==> config.mk <==
export PLATFORM = sky130hd
export DESIGN_NAME = ppc_regs
export DESIGN_NICKNAME = d
export VERILOG_FILES = /design/src/design/ppc_pkg.sv /design/src/design/ppc_sat_counter.sv /design/src/design/ppc_regs.sv
export VERILOG_INCLUDE_DIRS = /design/src /design/src/design
export SDC_FILE = /design/constraint.sdc
export NUM_CORES = 1
export LEC_CHECK = 0
export BUFFER_PORTS_ARGS = -buffer_cell sky130_fd_sc_hd__buf_4
export CORE_UTILIZATION = 40
export DETAILED_ROUTE_END_ITERATION = 12
export HOLD_SLACK_MARGIN = 0.08
export PLACE_DENSITY = 0.74
export SLEW_MARGIN = 20
export SYNTH_ARGS = -nofsm -noshare
export SYNTH_HDL_FRONTEND = slang
export SYNTH_HIERARCHICAL = 1
export SYNTH_SLANG_ARGS = --single-unit
==> constraint.sdc <==
create_clock -name clk -period 1.8 [get_ports clk]
set_input_delay 0.45 -clock clk [delete_from_list [all_inputs] [get_ports clk]]
set_output_delay 0.45 -clock clk [all_outputs]
set_load 0.005 [all_outputs]
==> src/design/ppc_params.svh <==
/*
 * Offsets, field positions, reset values and timing figures of the
 * physical-layer port command and lane diagnostic register bank.
 * Assumes a 32-bit register port in the surrounding switch configuration space.
 */
`ifndef PPC_PARAMS_SVH
`define PPC_PARAMS_SVH

`define PPC_OFS_PORT_CMD      12'h230
`define PPC_OFS_PORT_CTL_SKIP 12'h234
`define PPC_OFS_QUAD0_DIAG    12'h238
`define PPC_OFS_QUAD1_DIAG    12'h23c
`define PPC_OFS_QUAD2_DIAG    12'h240
`define PPC_OFS_PHY_TEST      12'h228

`define PPC_PORT_FIELD_W      4
`define PPC_BIT_LOOPBACK      0
`define PPC_BIT_SCRAMBLE_DIS  1
`define PPC_BIT_RX_L1_ONLY    2
`define PPC_BIT_LB_MASTER     3
`define PPC_PORT_CMD_RW_MASK  32'h00077777

`define PPC_SKIP_LSB          0
`define PPC_SKIP_W            12
`define PPC_SKIP_RESET        12'h49c
`define PPC_SKIP_MIN          12'h49c
`define PPC_SKIP_MAX          12'h602
`define PPC_DISABLE_LSB       16
`define PPC_CRC_CNT_LSB       24

`define PPC_UTP_EN_LSB        28
`define PPC_DIAG_EXP_LSB      0
`define PPC_DIAG_ACT_LSB      8
`define PPC_DIAG_RXDET_LSB    16
`define PPC_DIAG_PRBS_LSB     24

`define PPC_CNT_MAX           8'hff

`endif

==> src/design/ppc_pkg.sv <==
/*
 * Types shared by the port command and diagnostic register bank.
 * Assumes the constants header is included where numbers are needed.
 */
package ppc_pkg;
  typedef enum logic [1:0] {
    PPC_CFG_IDLE,
    PPC_CFG_LOADING,
    PPC_CFG_DONE
  } ppc_load_state_t;
endpackage

==> src/design/ppc_sat_counter.sv <==
/*
 * Saturating event counter with clear, used for the error counts.
 * Assumes the increment input is a single-cycle pulse on clk.
 */
`timescale 1ns/1ps
module ppc_sat_counter #(
  parameter int WIDTH = 8
) (
  input  wire logic             clk,
  input  wire logic             reset_n,
  input  wire logic             clear,
  input  wire logic             incr,
  output logic      [WIDTH-1:0] count
);
  // Count up, hold at full scale, an increment in the same cycle beats clear
  always_ff @(posedge clk or negedge reset_n) begin
    if (!reset_n) begin
      count <= '0;
    end else if (incr && count != {WIDTH{1'b1}}) begin
      count <= count + 1'b1;
    end else if (clear && !incr) begin
      count <= '0;
    end
  end
endmodule

==> src/design/ppc_regs.sv <==
/*
 * Physical-layer port command, port control, SKIP interval and lane diagnostic
 * registers of a five-port switch, with the per-port controls they drive.
 * Assumes a single-cycle register port (write strobe, read strobe, byte address)
 * and per-port link state machine status and events synchronous to clk.
 */
`timescale 1ns/1ps
`include "ppc_params.svh"
module ppc_regs #(
  parameter int NUM_PORTS = 5,
  parameter int NUM_QUADS = 3,
  parameter int CNT_W     = 8
) (
  input  wire logic                 clk,
  input  wire logic                 reset_n,
  input  wire logic                 regWrite,
  input  wire logic                 regRead,
  input  wire logic [11:0]          regAddr,
  input  wire logic [31:0]          regWdata,
  input  wire logic                 eepromLoad,
  input  wire logic                 eepromDone,
  input  wire logic [31:0]          phyTestReg,
  input  wire logic [NUM_PORTS-1:0] linkUp,
  input  wire logic [NUM_PORTS-1:0] inConfigComplete,
  input  wire logic [NUM_PORTS-1:0] inLoopbackMaster,
  input  wire logic [NUM_PORTS-1:0] elecIdleInL0,
  input  wire logic                 port4CrcError,
  input  wire logic [7:0]           utpExpected [NUM_QUADS],
  input  wire logic [7:0]           utpActual   [NUM_QUADS],
  input  wire logic [3:0]           rxDetected  [NUM_QUADS],
  input  wire logic [NUM_QUADS-1:0] prbsError,
  output logic      [31:0]          regRdata,
  output logic                      regRvalid,
  output logic      [NUM_PORTS-1:0] loopbackAllowed,
  output logic      [NUM_PORTS-1:0] scramblerOff,
  output logic      [NUM_PORTS-1:0] enterL0s,
  output logic      [NUM_PORTS-1:0] enterL1,
  output logic      [NUM_PORTS-1:0] trainingDisabled,
  output logic      [11:0]          skipInterval
);

  ppc_pkg::ppc_load_state_t loadState;
  logic [31:0]          portCmd;
  logic [11:0]          skipField;
  logic [NUM_PORTS-1:0] portDisable;
  logic [NUM_PORTS-1:0] lbMaster;
  logic [NUM_PORTS-1:0] eepromScrDis;
  logic [CNT_W-1:0]     port4CrcCount;
  logic [CNT_W-1:0]     prbsCount [NUM_QUADS];
  logic [31:0]          next_rdata;
  logic                 crcClear;
  logic [NUM_QUADS-1:0] prbsClear;

  // Field pick from the per-port command word
  function automatic logic cmdBit(input logic [31:0] w, input int port, input int fld);
    cmdBit = w[port*`PPC_PORT_FIELD_W + fld];
  endfunction

  // Clamp a SKIP interval into its valid window
  function automatic logic [11:0] skipClamp(input logic [11:0] v);
    if (v < `PPC_SKIP_MIN) begin
      skipClamp = `PPC_SKIP_MIN;
    end else if (v > `PPC_SKIP_MAX) begin
      skipClamp = `PPC_SKIP_MAX;
    end else begin
      skipClamp = v;
    end
  endfunction

  // Load sequencing: tracks whether the EEPROM image is being applied
  always_ff @(posedge clk or negedge reset_n) begin
    if (!reset_n) begin
      loadState <= ppc_pkg::PPC_CFG_IDLE;
    end else begin
      case (loadState)
        ppc_pkg::PPC_CFG_IDLE:    if (eepromLoad) begin
          loadState <= ppc_pkg::PPC_CFG_LOADING;
        end
        ppc_pkg::PPC_CFG_LOADING: if (eepromDone) begin
          loadState <= ppc_pkg::PPC_CFG_DONE;
        end
        ppc_pkg::PPC_CFG_DONE:    loadState <= ppc_pkg::PPC_CFG_DONE;
        default:                  loadState <= ppc_pkg::PPC_CFG_IDLE;
      endcase
    end
  end

  // Port command writable fields; status and reserved bits kept zero
  always_ff @(posedge clk or negedge reset_n) begin
    if (!reset_n) begin
      portCmd <= 32'h0;
    end else if (regWrite && regAddr == `PPC_OFS_PORT_CMD) begin
      portCmd <= regWdata & `PPC_PORT_CMD_RW_MASK;
    end
  end

  // Scrambler disables written during the EEPROM load, per port
  always_ff @(posedge clk or negedge reset_n) begin
    if (!reset_n) begin
      eepromScrDis <= '0;
    end else if (regWrite && regAddr == `PPC_OFS_PORT_CMD) begin
      for (int p = 0; p < NUM_PORTS; p++) begin
        eepromScrDis[p] <= (loadState == ppc_pkg::PPC_CFG_LOADING) &&
                           regWdata[p*`PPC_PORT_FIELD_W + `PPC_BIT_SCRAMBLE_DIS];
      end
    end
  end

  // Port control and SKIP interval, defaults loaded on reset
  always_ff @(posedge clk or negedge reset_n) begin
    if (!reset_n) begin
      skipField   <= `PPC_SKIP_RESET;
      portDisable <= '0;
    end else if (regWrite && regAddr == `PPC_OFS_PORT_CTL_SKIP) begin
      skipField   <= regWdata[`PPC_SKIP_LSB +: `PPC_SKIP_W];
      portDisable <= regWdata[`PPC_DISABLE_LSB +: NUM_PORTS];
    end
  end

  // Loopback-master status follows the link state machine
  always_ff @(posedge clk or negedge reset_n) begin
    if (!reset_n) begin
      lbMaster <= '0;
    end else begin
      lbMaster <= inLoopbackMaster;
    end
  end

  // Per-port controls toward the link layer
  always_ff @(posedge clk or negedge reset_n) begin
    if (!reset_n) begin
      loopbackAllowed  <= '0;
      scramblerOff     <= '0;
      enterL0s         <= '0;
      enterL1          <= '0;
      trainingDisabled <= '0;
    end else begin
      for (int p = 0; p < NUM_PORTS; p++) begin
        loopbackAllowed[p]  <= cmdBit(portCmd, p, `PPC_BIT_LOOPBACK);
        // EEPROM disable waits for config-complete; software disable acts once up
        scramblerOff[p]     <= cmdBit(portCmd, p, `PPC_BIT_SCRAMBLE_DIS) &&
                               (eepromScrDis[p] ? (inConfigComplete[p] || scramblerOff[p])
                                                : linkUp[p]);
        enterL1[p]          <= elecIdleInL0[p] && cmdBit(portCmd, p, `PPC_BIT_RX_L1_ONLY);
        enterL0s[p]         <= elecIdleInL0[p] && !cmdBit(portCmd, p, `PPC_BIT_RX_L1_ONLY);
        trainingDisabled[p] <= portDisable[p];
      end
    end
  end

  // SKIP interval kept inside its valid window
  always_ff @(posedge clk or negedge reset_n) begin
    if (!reset_n) begin
      skipInterval <= `PPC_SKIP_RESET;
    end else begin
      skipInterval <= skipClamp(skipField);
    end
  end

  // Error counters, cleared on no read (plain read-only counts)
  assign crcClear  = 1'b0;
  assign prbsClear = '0;

  ppc_sat_counter #(
    .WIDTH (CNT_W)
  ) u_crc_cnt (
    .clk     (clk),
    .reset_n (reset_n),
    .clear   (crcClear),
    .incr    (port4CrcError),
    .count   (port4CrcCount)
  );

  for (genvar q = 0; q < NUM_QUADS; q++) begin : g_prbs
    ppc_sat_counter #(
      .WIDTH (CNT_W)
    ) u_prbs_cnt (
      .clk     (clk),
      .reset_n (reset_n),
      .clear   (prbsClear[q]),
      .incr    (prbsError[q]),
      .count   (prbsCount[q])
    );
  end

  // Diagnostic word of one quad; test bytes only while its pattern enable is set
  function automatic logic [31:0] diagWord(input int q);
    logic [31:0] w;
    w = 32'h0;
    if (phyTestReg[`PPC_UTP_EN_LSB + q]) begin
      w[`PPC_DIAG_EXP_LSB +: 8] = utpExpected[q];
      w[`PPC_DIAG_ACT_LSB +: 8] = utpActual[q];
    end
    w[`PPC_DIAG_RXDET_LSB +: 4] = rxDetected[q];
    w[`PPC_DIAG_PRBS_LSB +: 8]  = prbsCount[q];
    diagWord = w;
  endfunction

  // Read multiplexer; unmapped addresses read zero
  always_comb begin
    next_rdata = 32'h0;
    case (regAddr)
      `PPC_OFS_PORT_CMD: begin
        next_rdata = portCmd;
        for (int p = 0; p < NUM_PORTS; p++) begin
          next_rdata[p*`PPC_PORT_FIELD_W + `PPC_BIT_LB_MASTER] = lbMaster[p];
        end
      end
      `PPC_OFS_PORT_CTL_SKIP: begin
        next_rdata[`PPC_SKIP_LSB +: `PPC_SKIP_W]  = skipField;
        next_rdata[`PPC_DISABLE_LSB +: NUM_PORTS] = portDisable;
        next_rdata[`PPC_CRC_CNT_LSB +: 8]         = port4CrcCount;
      end
      `PPC_OFS_QUAD0_DIAG: next_rdata = diagWord(0);
      `PPC_OFS_QUAD1_DIAG: next_rdata = diagWord(1);
      `PPC_OFS_QUAD2_DIAG: next_rdata = diagWord(2);
      default:             next_rdata = 32'h0;
    endcase
  end

  // Registered read answer, one cycle after the strobe
  always_ff @(posedge clk or negedge reset_n) begin
    if (!reset_n) begin
      regRdata  <= 32'h0;
      regRvalid <= 1'b0;
    end else begin
      regRvalid <= regRead;
      if (regRead) begin
        regRdata <= next_rdata;
      end
    end
  end

endmodule

== Word level (Yosys, flattened, before mapping) ==
Cells that the tools add are included.
Storage, ports and cells
  flip-flop bits (word level): 143
  input port bits: 166
  output and inout port bits: 70
  logic and storage cells: 92
Operators by class
  add/subtract/negate cells: 4
  magnitude comparators: 2
  eq/ne operators: 13
  multiplexer cells: 17
  reduce and logical (&&, ||, !) cells: 38
Operator list (number)
  12-bit by 10-bit == test with 1-bit output, second input constant: 5
  12-bit case mux with 5 select lines: 1
  16-bit two-way mux: 3
  8-bit by 1-bit adder with 8-bit output, second input constant: 4
  8-bit inequality test, second input constant: 4
  8-bit case mux with 4 select lines: 1
  1-bit logical AND: 26
  5-bit case mux with 5 select lines: 1
  12-bit two-way mux: 2
  4-bit case mux with 4 select lines: 1
  12-bit by 11-bit > comparator with 1-bit output, second input constant: 1
  12-bit by 11-bit less-than comparator with 1-bit output, second input constant: 1
  2-bit case mux with 3 select lines: 1
  1-bit zero test: 5
  1-bit logical OR: 5
  1-bit two-way mux: 5
  2-bit two-way mux: 2
  2-bit inequality test, second input constant: 2
  2-bit by 1-bit == test with 1-bit output, second input constant: 1
  2-bit == test, second input constant: 1
  2-bit zero test: 1
  2-bit AND reduction: 1

== Logic depth before layout (Yosys ltp) ==
Gate-level depths: netlist (run 1).
  depth after elaboration: 3
  mapped depth: 7
  depth with buffers taken out: 6

== Cells and area by module ==
The synthesis (run 1) kept the hierarchy.
By module, submodules not included
  ppc_regs: times used 1, cells each 420, area each 5129.9 um^2, sequential area each 2790.2 um^2
  ppc_sat_counter (g_prbs[0].u_prbs_cnt ...): times used 3, cells each 49, area each 471.7 um^2, sequential area each 200.2 um^2
  ppc_sat_counter (u_crc_cnt): times used 1, cells each 49, area each 470.5 um^2, sequential area each 200.2 um^2

== Least setup slack after synthesis (run 1) ==
No wires, ideal clock.
  kind: input to register
  from: in regAddr[8]
  to: reg portCmd[10]
  setup time: 125 ps
  arrival: 2183 ps
  data required time: 1675 ps
  slack: -508 ps
  stages: 6
  buffers on the path: 3
  path through: or4b_4 > buf_6 > or4_4 > buf_6 > buf_12 > mux2_4
Between the ends
  cells in the longest elaborated chain, start to end: 2
Ends and longest elaborated chain
  start: declaration: RTL line ppc_regs.sv:18  | input wire logic [11:0] regAddr,
  12-bit by 10-bit == test with 1-bit output
  1-bit logical AND (no line)
  end signal: assignment: RTL line ppc_regs.sv:93  | portCmd <= regWdata & `PPC_PORT_CMD_RW_MASK;
  end: declaration: RTL line ppc_regs.sv:43  | logic [31:0] portCmd;
No other way between the ends.
A chain may end at the register's enable or synchronous reset.

== Final worst setup path (run 1) ==
  from: in regAddr[2]
  to: reg portCmd[13]
Same word-level chain as after synthesis.

==> results of run 1 <==
## area by class of cell
class | count | area (um^2) | share of cell area
clock inverters | 12 | 113 | 0.0116
clock buffers | 19 | 443 | 0.0458
repair buffers | 232 | 1850 | 0.191
flip-flops and latches | 143 | 3590 | 0.371
well taps | 225 | 282 | 0.0291
inverters | 14 | 52.6 | 0.00544
multi-input cells | 446 | 3340 | 0.345
## per-stage QoR
| stage | util | setup TNS (ns) |
|---|---|---|
| floorplan | - | -21.14 |
| global route | 0.561 | -0.688 |
| detailed placement | 0.522 | -30.28 |
| global placement | 0.522 | -28.99 |
| finish | 0.561 | -0.480 |
| CTS | 0.558 | -0.139 |
## kinds of logic (layout without fill, tap and decap cells)
group	Yosys count	after routing
AND/OR/NAND/NOR	179	179
AO/OA/AOI/OAI	169	169
flip-flops	143	143
multiplexers	67	67
buffers and inverters	50	277
adder cells (fa/ha/maj)	6	6
other	2	25
## worst max-delay path, delay by kind of cell
kind | cells | cell delay (ns)
simple gates | 2 | 1.11
mux | 1 | 0.30
buf+inv | 2 | 0.29
## power by group through the flow
stage,sequential (mW),combinational (mW),clock [mW]
after floorplan,3.47,0.405,0
after global placement,3.50,0.855,0
after detailed placement,3.50,0.874,0
after CTS,3.45,0.888,3.38
after global routing,3.46,0.981,3.51
final,3.45,0.883,3.31
## synth_stat cells, drive strengths merged (8+ instances only)
cell and number:
o22ai 13, o21ai 37, and2 18, nand3 14, dfstp 10, nand2 36
a31oi 15, and4 9, nand4 14, nor2b 18, clkbuf 14, a22oi 8
o22a 12, mux2i 19, inv 14, a22o 35, buf 22, nor2 20
mux2 44, a21oi 16, dfrtp 133
## worst paths after layout
check / start / endpoint / slack [ns] / cells after the start
max: regAddr[2] / portCmd[13] / -0.05 / 5
min in group asynchronous: reset_n / enterL1[0] / 0.52 / 2
max reg2reg: skipField[5] / skipInterval[1] / 0.18 / 4
min: inLoopbackMaster[1] / lbMaster[1] / 0.13 / 1
max in group asynchronous: reset_n / skipField[3] / 0.67 / 3
min reg2reg: portDisable[3] / trainingDisabled[3] / 0.40 / 0
## layer usage
layer  track usage  routed length (um)  part of all wire  vias up
li1              -                   -                 -     2786
met1         0.283                8430              0.44     2880
met2         0.347                9350              0.48      177
met3        0.0661                1290             0.067       15
met4        0.0787                 268             0.014        0
met5             0                   0                 0        -
## placed cells by master, fill, tap and decap left out, types with 5 or more instances in the layout
cell / instances
a211oi_1: 6
a21oi_1: 15
a22o_1: 35
a22oi_1: 8
a31oi_1: 15
a41oi_1: 5
and2_1: 18
and3_1: 5
and4_1: 9
buf_12: 5
buf_4: 216
buf_6: 9
clkbuf_16: 17
clkinvlp_4: 5
conb_1: 25
dfrtp_1: 133
dfstp_2: 10
ha_1: 6
inv_1: 14
mux2_1: 10
mux2_2: 24
mux2_4: 10
mux2i_1: 19
nand2_1: 33
nand3_1: 11
nand3b_1: 5
nand4_1: 13
nor2_1: 20
nor2b_1: 18
nor3_1: 6
o211ai_1: 5
o21ai_0: 27
o21ai_1: 6
o22a_1: 12
o22ai_1: 12
or3_1: 5
## state kept, by name (all words and copies together), names as in the netlist
signal and flops:
eepromScrDis 5, u_crc_cnt/count 8, regRdata 29, trainingDisabled 5, loadState 2, skipInterval 12
scramblerOff 5, lbMaster 5, skipField 12, portDisable 5, loopbackAllowed 5, g_prbs.u_prbs_cnt/count 24
enterL0s 5, enterL1 5, portCmd 15, regRvalid 1
## what timing repair did
| action | CTS | global route |
|---|---|---|
| endpoints found under the setup margin | 57 | 32 |
| hold buffers | 1 | 0 |
| endpoints found under the hold margin | 32 | 0 |
| pin swaps | 1 | 0 |
| resized for setup | 15 | 13 |
==> results_dict.tcl, run 1 <==
set metrics [dict create \
    initial_utilization 0.407 \
    seq_area_frac_synth 0.512 \
    hp-class "input pin to register" \
    synth-xor-area-share 0 \
    wire_per_inst_um 17.7 \
    tightestPinTransition_ns 0.576 \
    yosysTopAreaCellShare 0.474 \
    end_kind "register" \
    worstPathArrival_ns 2.16 \
    fin_skew_ns 0.00752 \
    postRouteAntennaNets 0 \
    cts_tree "built" \
    critPathKind "input pin to register" \
    p_comb_frac 0.116 \
    min_period_ns 1.85 \
    status "finished with violations" \
    drive_above_1_share 0.385 \
    grt_overflow_total 0 \
    synth_fa_ha_area_frac 0.0107 \
    synth_compound_area_frac 0.169 \
    drcViolationCount 0 \
    fmaxAchievable_mhz 541 \
    ios 236 \
    pre_cts_ws_ns -0.546 \
    cts.reportedPaths.clkPinSlew_ns 0.06 \
    synthCells 616 \
    peakVddDrop_mv 0.697 \
    violations "negative setup slack" \
    clockRootBuffer "clkbuf_16" \
    die_w_um 134 \
    grt_pass1_wl_um 30000 \
    muxShareOfSynthArea 0.116 \
    async_flop_share 1.00 \
    cpPeakStageDelay_ns 0.57 \
    syn_to_final_growth_pct 37.8 \
    num_vias 5858 \
    p_clk_frac 0.433 \
    post-cts-setup-buffer-count 0 \
    swShare 0.250 \
    finalSetupViolCount 19 \
    grt_pass1_vias 5641 \
    die_h_um 134 \
    p_total_mw 7.65 \
    yosys-top-cells-area "dfrtp_1 47%, a22o_1 4.4%, mux2_2 3.9%, dfstp_2 3.7%, mux2i_1 2.7%" \
    finalCritPeriodShare 1.03 \
    ys_seq_elements 143 \
    core_region_area_um2 17200 \
    fin_ws_ns -0.0495 \
    wl_um 19300 \
    slowest_stage "or4_4" \
    yosysUniqueCellTypes 61 \
    critical_path_peak_fanout 20 \
    hold_viol_final 0 \
    numCtsBuffers 17 \
    synth_top_family_by_area "compound AO/OA/AOI/OAI gates" \
    die-area_um2 18100 \
    placed_cells 1059 \
    dp_hpwl_um 14300 \
    cap_violations 0 \
    clkSinkCount 143 \
    fill_cells 1480 \
    vias_per_cell 5.37 \
    drt-pass1-iter-count 4 \
    worst_setup_path_start_kind "input pin" \
    hold-worst-slack_ns 0.132 \
    antenna_found_initial 0 \
    relSlewSlack 0.616 \
    yosys_warnings 6 \
    ys_dominant_reg_cell "dfrtp_1" \
    grt_usage 0.219 \
    cts-htree-levels 4 \
    final_cell_count_no_fill 1091 \
    power_leakage_nw 4.64 \
    synth_edf_count 0 \
    syn_avg_cell_area_um2 11.4 \
    path_cells "buf_8, or4_4, or4_4, buf_12, mux2_4" \
    clock_latency_ns 0.43 \
    drt-initial-drc-count 350 \
    final_area_um2 9670 \
    rsz0062_at_grt "true" \
    crit_path_frequent_cell "or4_4" \
    fp-row-count 48 \
    placed_area_um2 9000 \
    portBuffers 191 \
    critical_path_required_ns 2.11 \
    syn_area_um2 7020 \
    place_congestion 0.845 \
    switchingPower_mw 1.91 \
    pwr-share-seq 0.451 \
    clockBufferDepth 2 \
    slew_violations 0 \
    antennaDiodeCount 0 \
    power_density_nw_per_um2 791 \
    cellInternalPower_mw 5.74 \
    synth-simple-area-share 0.155 \
    grt_max_degree 45 \
    synth_top_area_cell "dfrtp_1" \
    nets 1026 \
]
No activity file was read; power rests on OpenSTA's default activity.
==> run 2: changes to the inputs <==
--- a/config.mk
+++ b/config.mk
@@ -11,8 +11,8 @@
 export DETAILED_ROUTE_END_ITERATION = 12
 export HOLD_SLACK_MARGIN = 0.08
 export PLACE_DENSITY = 0.74
-export SLEW_MARGIN = 20
 export SYNTH_ARGS = -nofsm -noshare
 export SYNTH_HDL_FRONTEND = slang
 export SYNTH_HIERARCHICAL = 1
 export SYNTH_SLANG_ARGS = --single-unit
+export TNS_END_PERCENT = 1
==> results_dict.tcl, run 2 (synthesis gave the netlist of run 1 again) <==
set metrics [dict create \
    cap_violations 0 \
    cts_tree "built" \
    grt_overflow_total 0 \
    clockRootBuffer "clkbuf_16" \
    peakVddDrop_mv 0.610 \
    fmaxAchievable_mhz 550 \
    fin_ws_ns -0.0196 \
    drcViolationCount 0 \
    core_region_area_um2 17200 \
    drt-pass1-iter-count 5 \
    final_area_um2 9650 \
    placed_area_um2 8930 \
    ios 236 \
    fin_skew_ns 0.00946 \
    initial_utilization 0.407 \
    clock_latency_ns 0.42 \
    layout_commonest_cell "buf_4" \
    violations "negative setup slack" \
    wl_um 19100 \
    critical_path_required_ns 2.10 \
    postRouteAntennaNets 0 \
    regMostFlops "regRdata" \
    die_h_um 134 \
    die-area_um2 18100 \
    status "finished with violations" \
    cts-htree-levels 4 \
    power_density_nw_per_um2 834 \
    grt_usage 0.215 \
    rsz0062_at_grt "true" \
    cts.reportedPaths.clkPinSlew_ns 0.06 \
    hold_viol_final 0 \
    grt_pass1_wl_um 29700 \
    r2r_cells 4 \
    hold-worst-slack_ns 0.135 \
    finalCritPeriodShare 1.01 \
    min_period_ns 1.82 \
    grt_max_degree 49 \
    numCtsBuffers 17 \
    fp-row-count 48 \
    power_leakage_nw 4.61 \
    die_w_um 134 \
    vias_per_cell 5.39 \
    syn_to_final_growth_pct 37.5 \
    place_congestion 0.832 \
    finalSetupViolCount 7 \
    critPathKind "input pin to register" \
    slew_violations 0 \
    nets 1018 \
    final_cell_mix "209 x buf_4, 133 x dfrtp_1, 36 x nand2_1, 35 x a22o_1" \
    holdPathStages 1 \
    num_vias 5841 \
    tightestPinTransition_ns 0.540 \
    grt_pass1_vias 5659 \
    portBuffers 191 \
    hp-class "input pin to register" \
    worst_setup_path_start_kind "input pin" \
    wire_per_inst_um 17.7 \
    top_regs "regRdata x29, g_prbs.u_prbs_cnt/count x24, portCmd x15" \
    clkSinkCount 143 \
    drt-initial-drc-count 342 \
    relSlewSlack 0.639 \
    tns_ns -0.0575 \
    dp_hpwl_um 14100 \
    antenna_found_initial 0 \
    fill_cells 1488 \
    antennaDiodeCount 0 \
    worstPathArrival_ns 2.12 \
    critical_path_peak_fanout 16 \
    clockBufferDepth 2 \
    largest_register_ffs 29 \
    drive_above_1_share 0.369 \
    end_kind "register" \
]
-- run 2: cell types whose count changed in the layout (fill, tap and decap cells not counted), moves of 2 or more --
cell / before / now
bufinv_16: 1 / 4
o21ai_1: 6 / 12
clkinv_2: 2 / 0
buf_6: 9 / 7
o21ai_0: 27 / 25
nand2_1: 33 / 36
nand2_2: 3 / 0
buf_12: 5 / 7
o21ai_2: 4 / 0
buf_4: 216 / 209
-- run 2: path summary, 6_finish.rpt --
check	start	end	slack, ns
min in group asynchronous	reset_n	enterL1[0]	0.51
setup reg to reg	skipField[5]	skipInterval[7]	0.18
setup / recovery	regAddr[11]	portCmd[10]	-0.02
hold reg to reg	portDisable[1]	trainingDisabled[1]	0.40
hold / removal	inLoopbackMaster[0]	lbMaster[0]	0.13
max in group asynchronous	reset_n	skipInterval[4]	0.69
-- run 2: report_power, final --
group,switching (mW),leakage (nW),total [mW],internal (mW)
combinational,0.403,2.42,0.860,0.457
clock,1.37,0.293,3.74,2.37
sequential,0.112,1.89,3.44,3.33
total,1.89,4.61,8.04,6.16
-- run 2: routing by layer --
metal | GRT usage | share of wire | vias up | wire length [um]
li1 | - | - | 2770 | -
met1 | 0.280 | 0.45 | 2865 | 8610
met2 | 0.344 | 0.48 | 184 | 9120
met3 | 0.0548 | 0.055 | 22 | 1060
met4 | 0.0787 | 0.018 | 0 | 342
met5 | 0 | 0 | - | 0
-- run 2: metrics by stage --
step                      utilization  instances  setup WS [ns]  power, mW
after floorplan                     -        639         -0.508       3.87
after detailed placement        0.518       1049         -0.565       4.36
after CTS                       0.558       1084        -0.0101       8.14
after global placement          0.518       1049         -0.539       4.34
final                           0.560       1084        -0.0196       8.04
after global routing            0.560       1084        -0.0281       8.37
-- run 2: timing repair --
item / CTS / global route
endpoints found under the hold margin: 33 / 0
buffers inserted: 2 / 0
gates cloned: 0 / 0
hold buffers: 1 / 0
endpoints found under the setup margin: 47 / 34
pin swaps: 2 / 0
gates resized for setup: 8 / 12
-- run 2: final cells by class --
class | count | area, um^2 | share of cell area
Clock buffer | 20 | 447 | 0.0463
Clock inverter | 12 | 185 | 0.0192
Inverter | 14 | 52.6 | 0.00545
Multi-Input combinational cell | 446 | 3290 | 0.341
Sequential cell | 143 | 3590 | 0.372
Tap cell | 225 | 282 | 0.0292
Timing Repair Buffer | 224 | 1800 | 0.186
-- run 2: critical path: stages --
cell and delay [ns]:
buf_4 0.11, or4b_4 0.55, or4_4 0.52, buf_12 0.18, mux2_4 0.31
==> run 3: changes to the inputs <==
--- a/config.mk
+++ b/config.mk
@@ -10,9 +10,8 @@
 export CORE_UTILIZATION = 40
 export DETAILED_ROUTE_END_ITERATION = 12
 export HOLD_SLACK_MARGIN = 0.08
-export PLACE_DENSITY = 0.74
+export PLACE_DENSITY = 0.75
 export SYNTH_ARGS = -nofsm -noshare
 export SYNTH_HDL_FRONTEND = slang
-export SYNTH_HIERARCHICAL = 1
 export SYNTH_SLANG_ARGS = --single-unit
 export TNS_END_PERCENT = 1
==> results_dict.tcl, run 3 <==
set metrics [dict create \
    core_region_area_um2 15900 \
    largest_register_ffs 29 \
    ys_seq_elements 143 \
    die-area_um2 16800 \
    cts_tree "built" \
    yosysTopAreaCellShare 0.511 \
    clockRootBuffer "clkbuf_16" \
    p_total_mw 9.41 \
    die_h_um 130 \
    pre_cts_ws_ns -0.427 \
    wl_um 18800 \
    cap_violations 0 \
    synth_commonest_cells "133 x dfrtp_1, 36 x nor2_1, 28 x a22oi_1" \
    worst_setup_path_start_kind "input pin" \
    slew_violations 0 \
    synthCells 543 \
    place_congestion 0.896 \
    slowest_stage "or4_4" \
    grt_max_degree 60 \
    finalCritPeriodShare 0.987 \
    yosysUniqueCellTypes 56 \
    hp-class "input pin to register" \
    placed_cells 963 \
    path_cells "buf_6, or4_4, buf_6, nor4_4, buf_12, buf_12, a221oi_1, a21oi_1" \
    p_clk_frac 0.428 \
    hold_viol_final 0 \
    numCtsBuffers 17 \
    power_density_nw_per_um2 1020 \
    fin_skew_ns 0.00871 \
    synth_edf_count 0 \
    grt_overflow_total 0 \
    fin_ws_ns 0.0235 \
    ios 236 \
    drt-initial-drc-count 301 \
    grt_pass1_wl_um 28100 \
    dp_hpwl_um 13600 \
    cts.reportedPaths.clkPinSlew_ns 0.06 \
    antennaDiodeCount 0 \
    syn_to_final_growth_pct 42.1 \
    num_vias 5381 \
    grt_usage 0.228 \
    antenna_found_initial 0 \
    synth_top_area_cell "dfrtp_1" \
    worstPathArrival_ns 2.11 \
    async_flop_share 1.00 \
    wire_per_inst_um 18.8 \
    relSlewSlack 0.599 \
    clkSinkCount 143 \
    syn_avg_cell_area_um2 12.0 \
    yosysMostFrequentCell "dfrtp_1" \
    cts-htree-levels 4 \
    ys_dominant_reg_cell "dfrtp_1" \
    die_w_um 130 \
    fin_util 0.583 \
    peakVddDrop_mv 0.641 \
    tightestPinTransition_ns 0.598 \
    yosys-top-cells-area "dfrtp_1 51%, mux2_4 5.8%, dfstp_2 4.0%, a22oi_1 3.2%, a221oi_1 2.3%" \
    power_leakage_nw 4.50 \
    cpPeakStageDelay_ns 0.55 \
    cp_top_family "simple AND/OR/NAND/NOR gates" \
    clock_latency_ns 0.42 \
    critical_path_peak_fanout 6 \
    crit_start "regAddr[3]" \
    postRouteAntennaNets 0 \
    final_cell_mix "215 x buf_4, 133 x dfrtp_1, 36 x nor2_1, 28 x a22oi_1, 26 x a21oi_1" \
    regMostFlops "regRdata" \
    layout_commonest_cell "buf_4" \
    portBuffers 191 \
    min_period_ns 1.78 \
    status "finished, final reports clean" \
    nets 942 \
    critPathKind "input pin to register" \
    finalSetupViolCount 0 \
    final_cell_count_no_fill 999 \
    grt_pass1_vias 5200 \
    vias_per_cell 5.39 \
    rsz0062_at_grt "true" \
    critical_path_required_ns 2.13 \
    yosys_warnings 0 \
    hp-start "inLoopbackMaster[2]" \
    seq_area_frac_synth 0.551 \
    drive_above_1_share 0.430 \
    worstReg2RegStart "skipField[5]" \
    clockBufferDepth 2 \
    end_kind "register" \
    drt-pass1-iter-count 4 \
    swShare 0.262 \
    pwr-share-seq 0.428 \
    fmaxAchievable_mhz 563 \
    drcViolationCount 0 \
    top_regs "regRdata x29, g_prbs.u_prbs_cnt.count x24, portCmd x15" \
    syn_area_um2 6520 \
    initial_utilization 0.410 \
    worst-path-buf-inv 4 \
    fp-row-count 46 \
    switchingPower_mw 2.46 \
    tns_ns 0 \
    cellInternalPower_mw 6.95 \
    p_comb_frac 0.144 \
]
[run 3: cell types whose count changed after synthesis, sizes merged, moves of 12 or more]
cell / change
a22o: -24
a22oi: +20
o21ai: -19
nand2: -18
a221oi: +17
nor2: +16
o22ai: -13
xnor2: +13
and2: -12
mux2i: -12
o22a: -12
[run 3: power groups by stage]
stage,clock [mW],sequential (mW),combinational [mW]
after global routing,4.21,4.08,1.50
final,4.03,4.03,1.35
after global placement,0,4.06,1.30
after floorplan,0,3.94,0.796
after CTS,4.08,4.02,1.35
after detailed placement,0,4.07,1.35
[run 3: kinds of logic (layout without fill, tap and decap cells)]
logic type	count (synthesis)	in the layout	synth area share
and+or+nand+nor	139	139	0.124
adders and majority gates	6	6	0.0115
DFF	143	143	0.551
muxes	47	47	0.0977
other	2	5	0.00115
buffers and inverters	46	283	0.0330
xor gates and xnor gates	24	24	0.0322
AOI/OAI and AO/OA	136	136	0.149
[run 3: cell type report]
cell class | count | area, um^2
clock inverters | 13 | 233
flip-flops and latches | 143 | 3590
well taps | 216 | 270
repair buffers | 232 | 1880
inverters | 19 | 71.3
fillers | 1342 | 6630
multi-input cells | 357 | 2770
clock buffers | 19 | 443
[run 3: timing repair]
| action | in CTS | in global routing |
|---|---|---|
| gates resized for setup | 1 | 13 |
| setup buffers | 0 | 3 |
| hold buffers | 1 | 0 |
| endpoints found under the hold margin | 29 | 0 |
| pin swaps | 1 | 6 |
| endpoints found under the setup margin | 1 | 11 |
[run 3: per-stage QoR]
stage / hold WS [ns] / instance area (um^2)
2_1_floorplan: 0.154 / 6540
3_3_place_gp: 0.368 / 8460
3_5_place_dp: 0.370 / 8460
4_1_cts: 0.114 / 9150
5_1_grt: 0.115 / 9260
6_report: 0.132 / 9260
[run 3: path summary, 6_finish.rpt]
check | end | slack, ns | cells after the start
setup / recovery | regRdata[2] | 0.02 | 8
hold / removal | lbMaster[2] | 0.13 | 1
setup reg to reg | skipInterval[1] | 0.12 | 4
hold reg to reg | loopbackAllowed[0] | 0.40 | 0
max in group asynchronous | skipField[2] | 0.66 | 3
min in group asynchronous | scramblerOff[2] | 0.49 | 2
[run 3: metal layers]
layer	GRT usage	routed length, um	vias up
met5	0	0	-
met4	0.0923	371	0
met3	0.0562	1310	27
met2	0.392	9510	236
met1	0.274	7580	2664
li1	-	-	2454
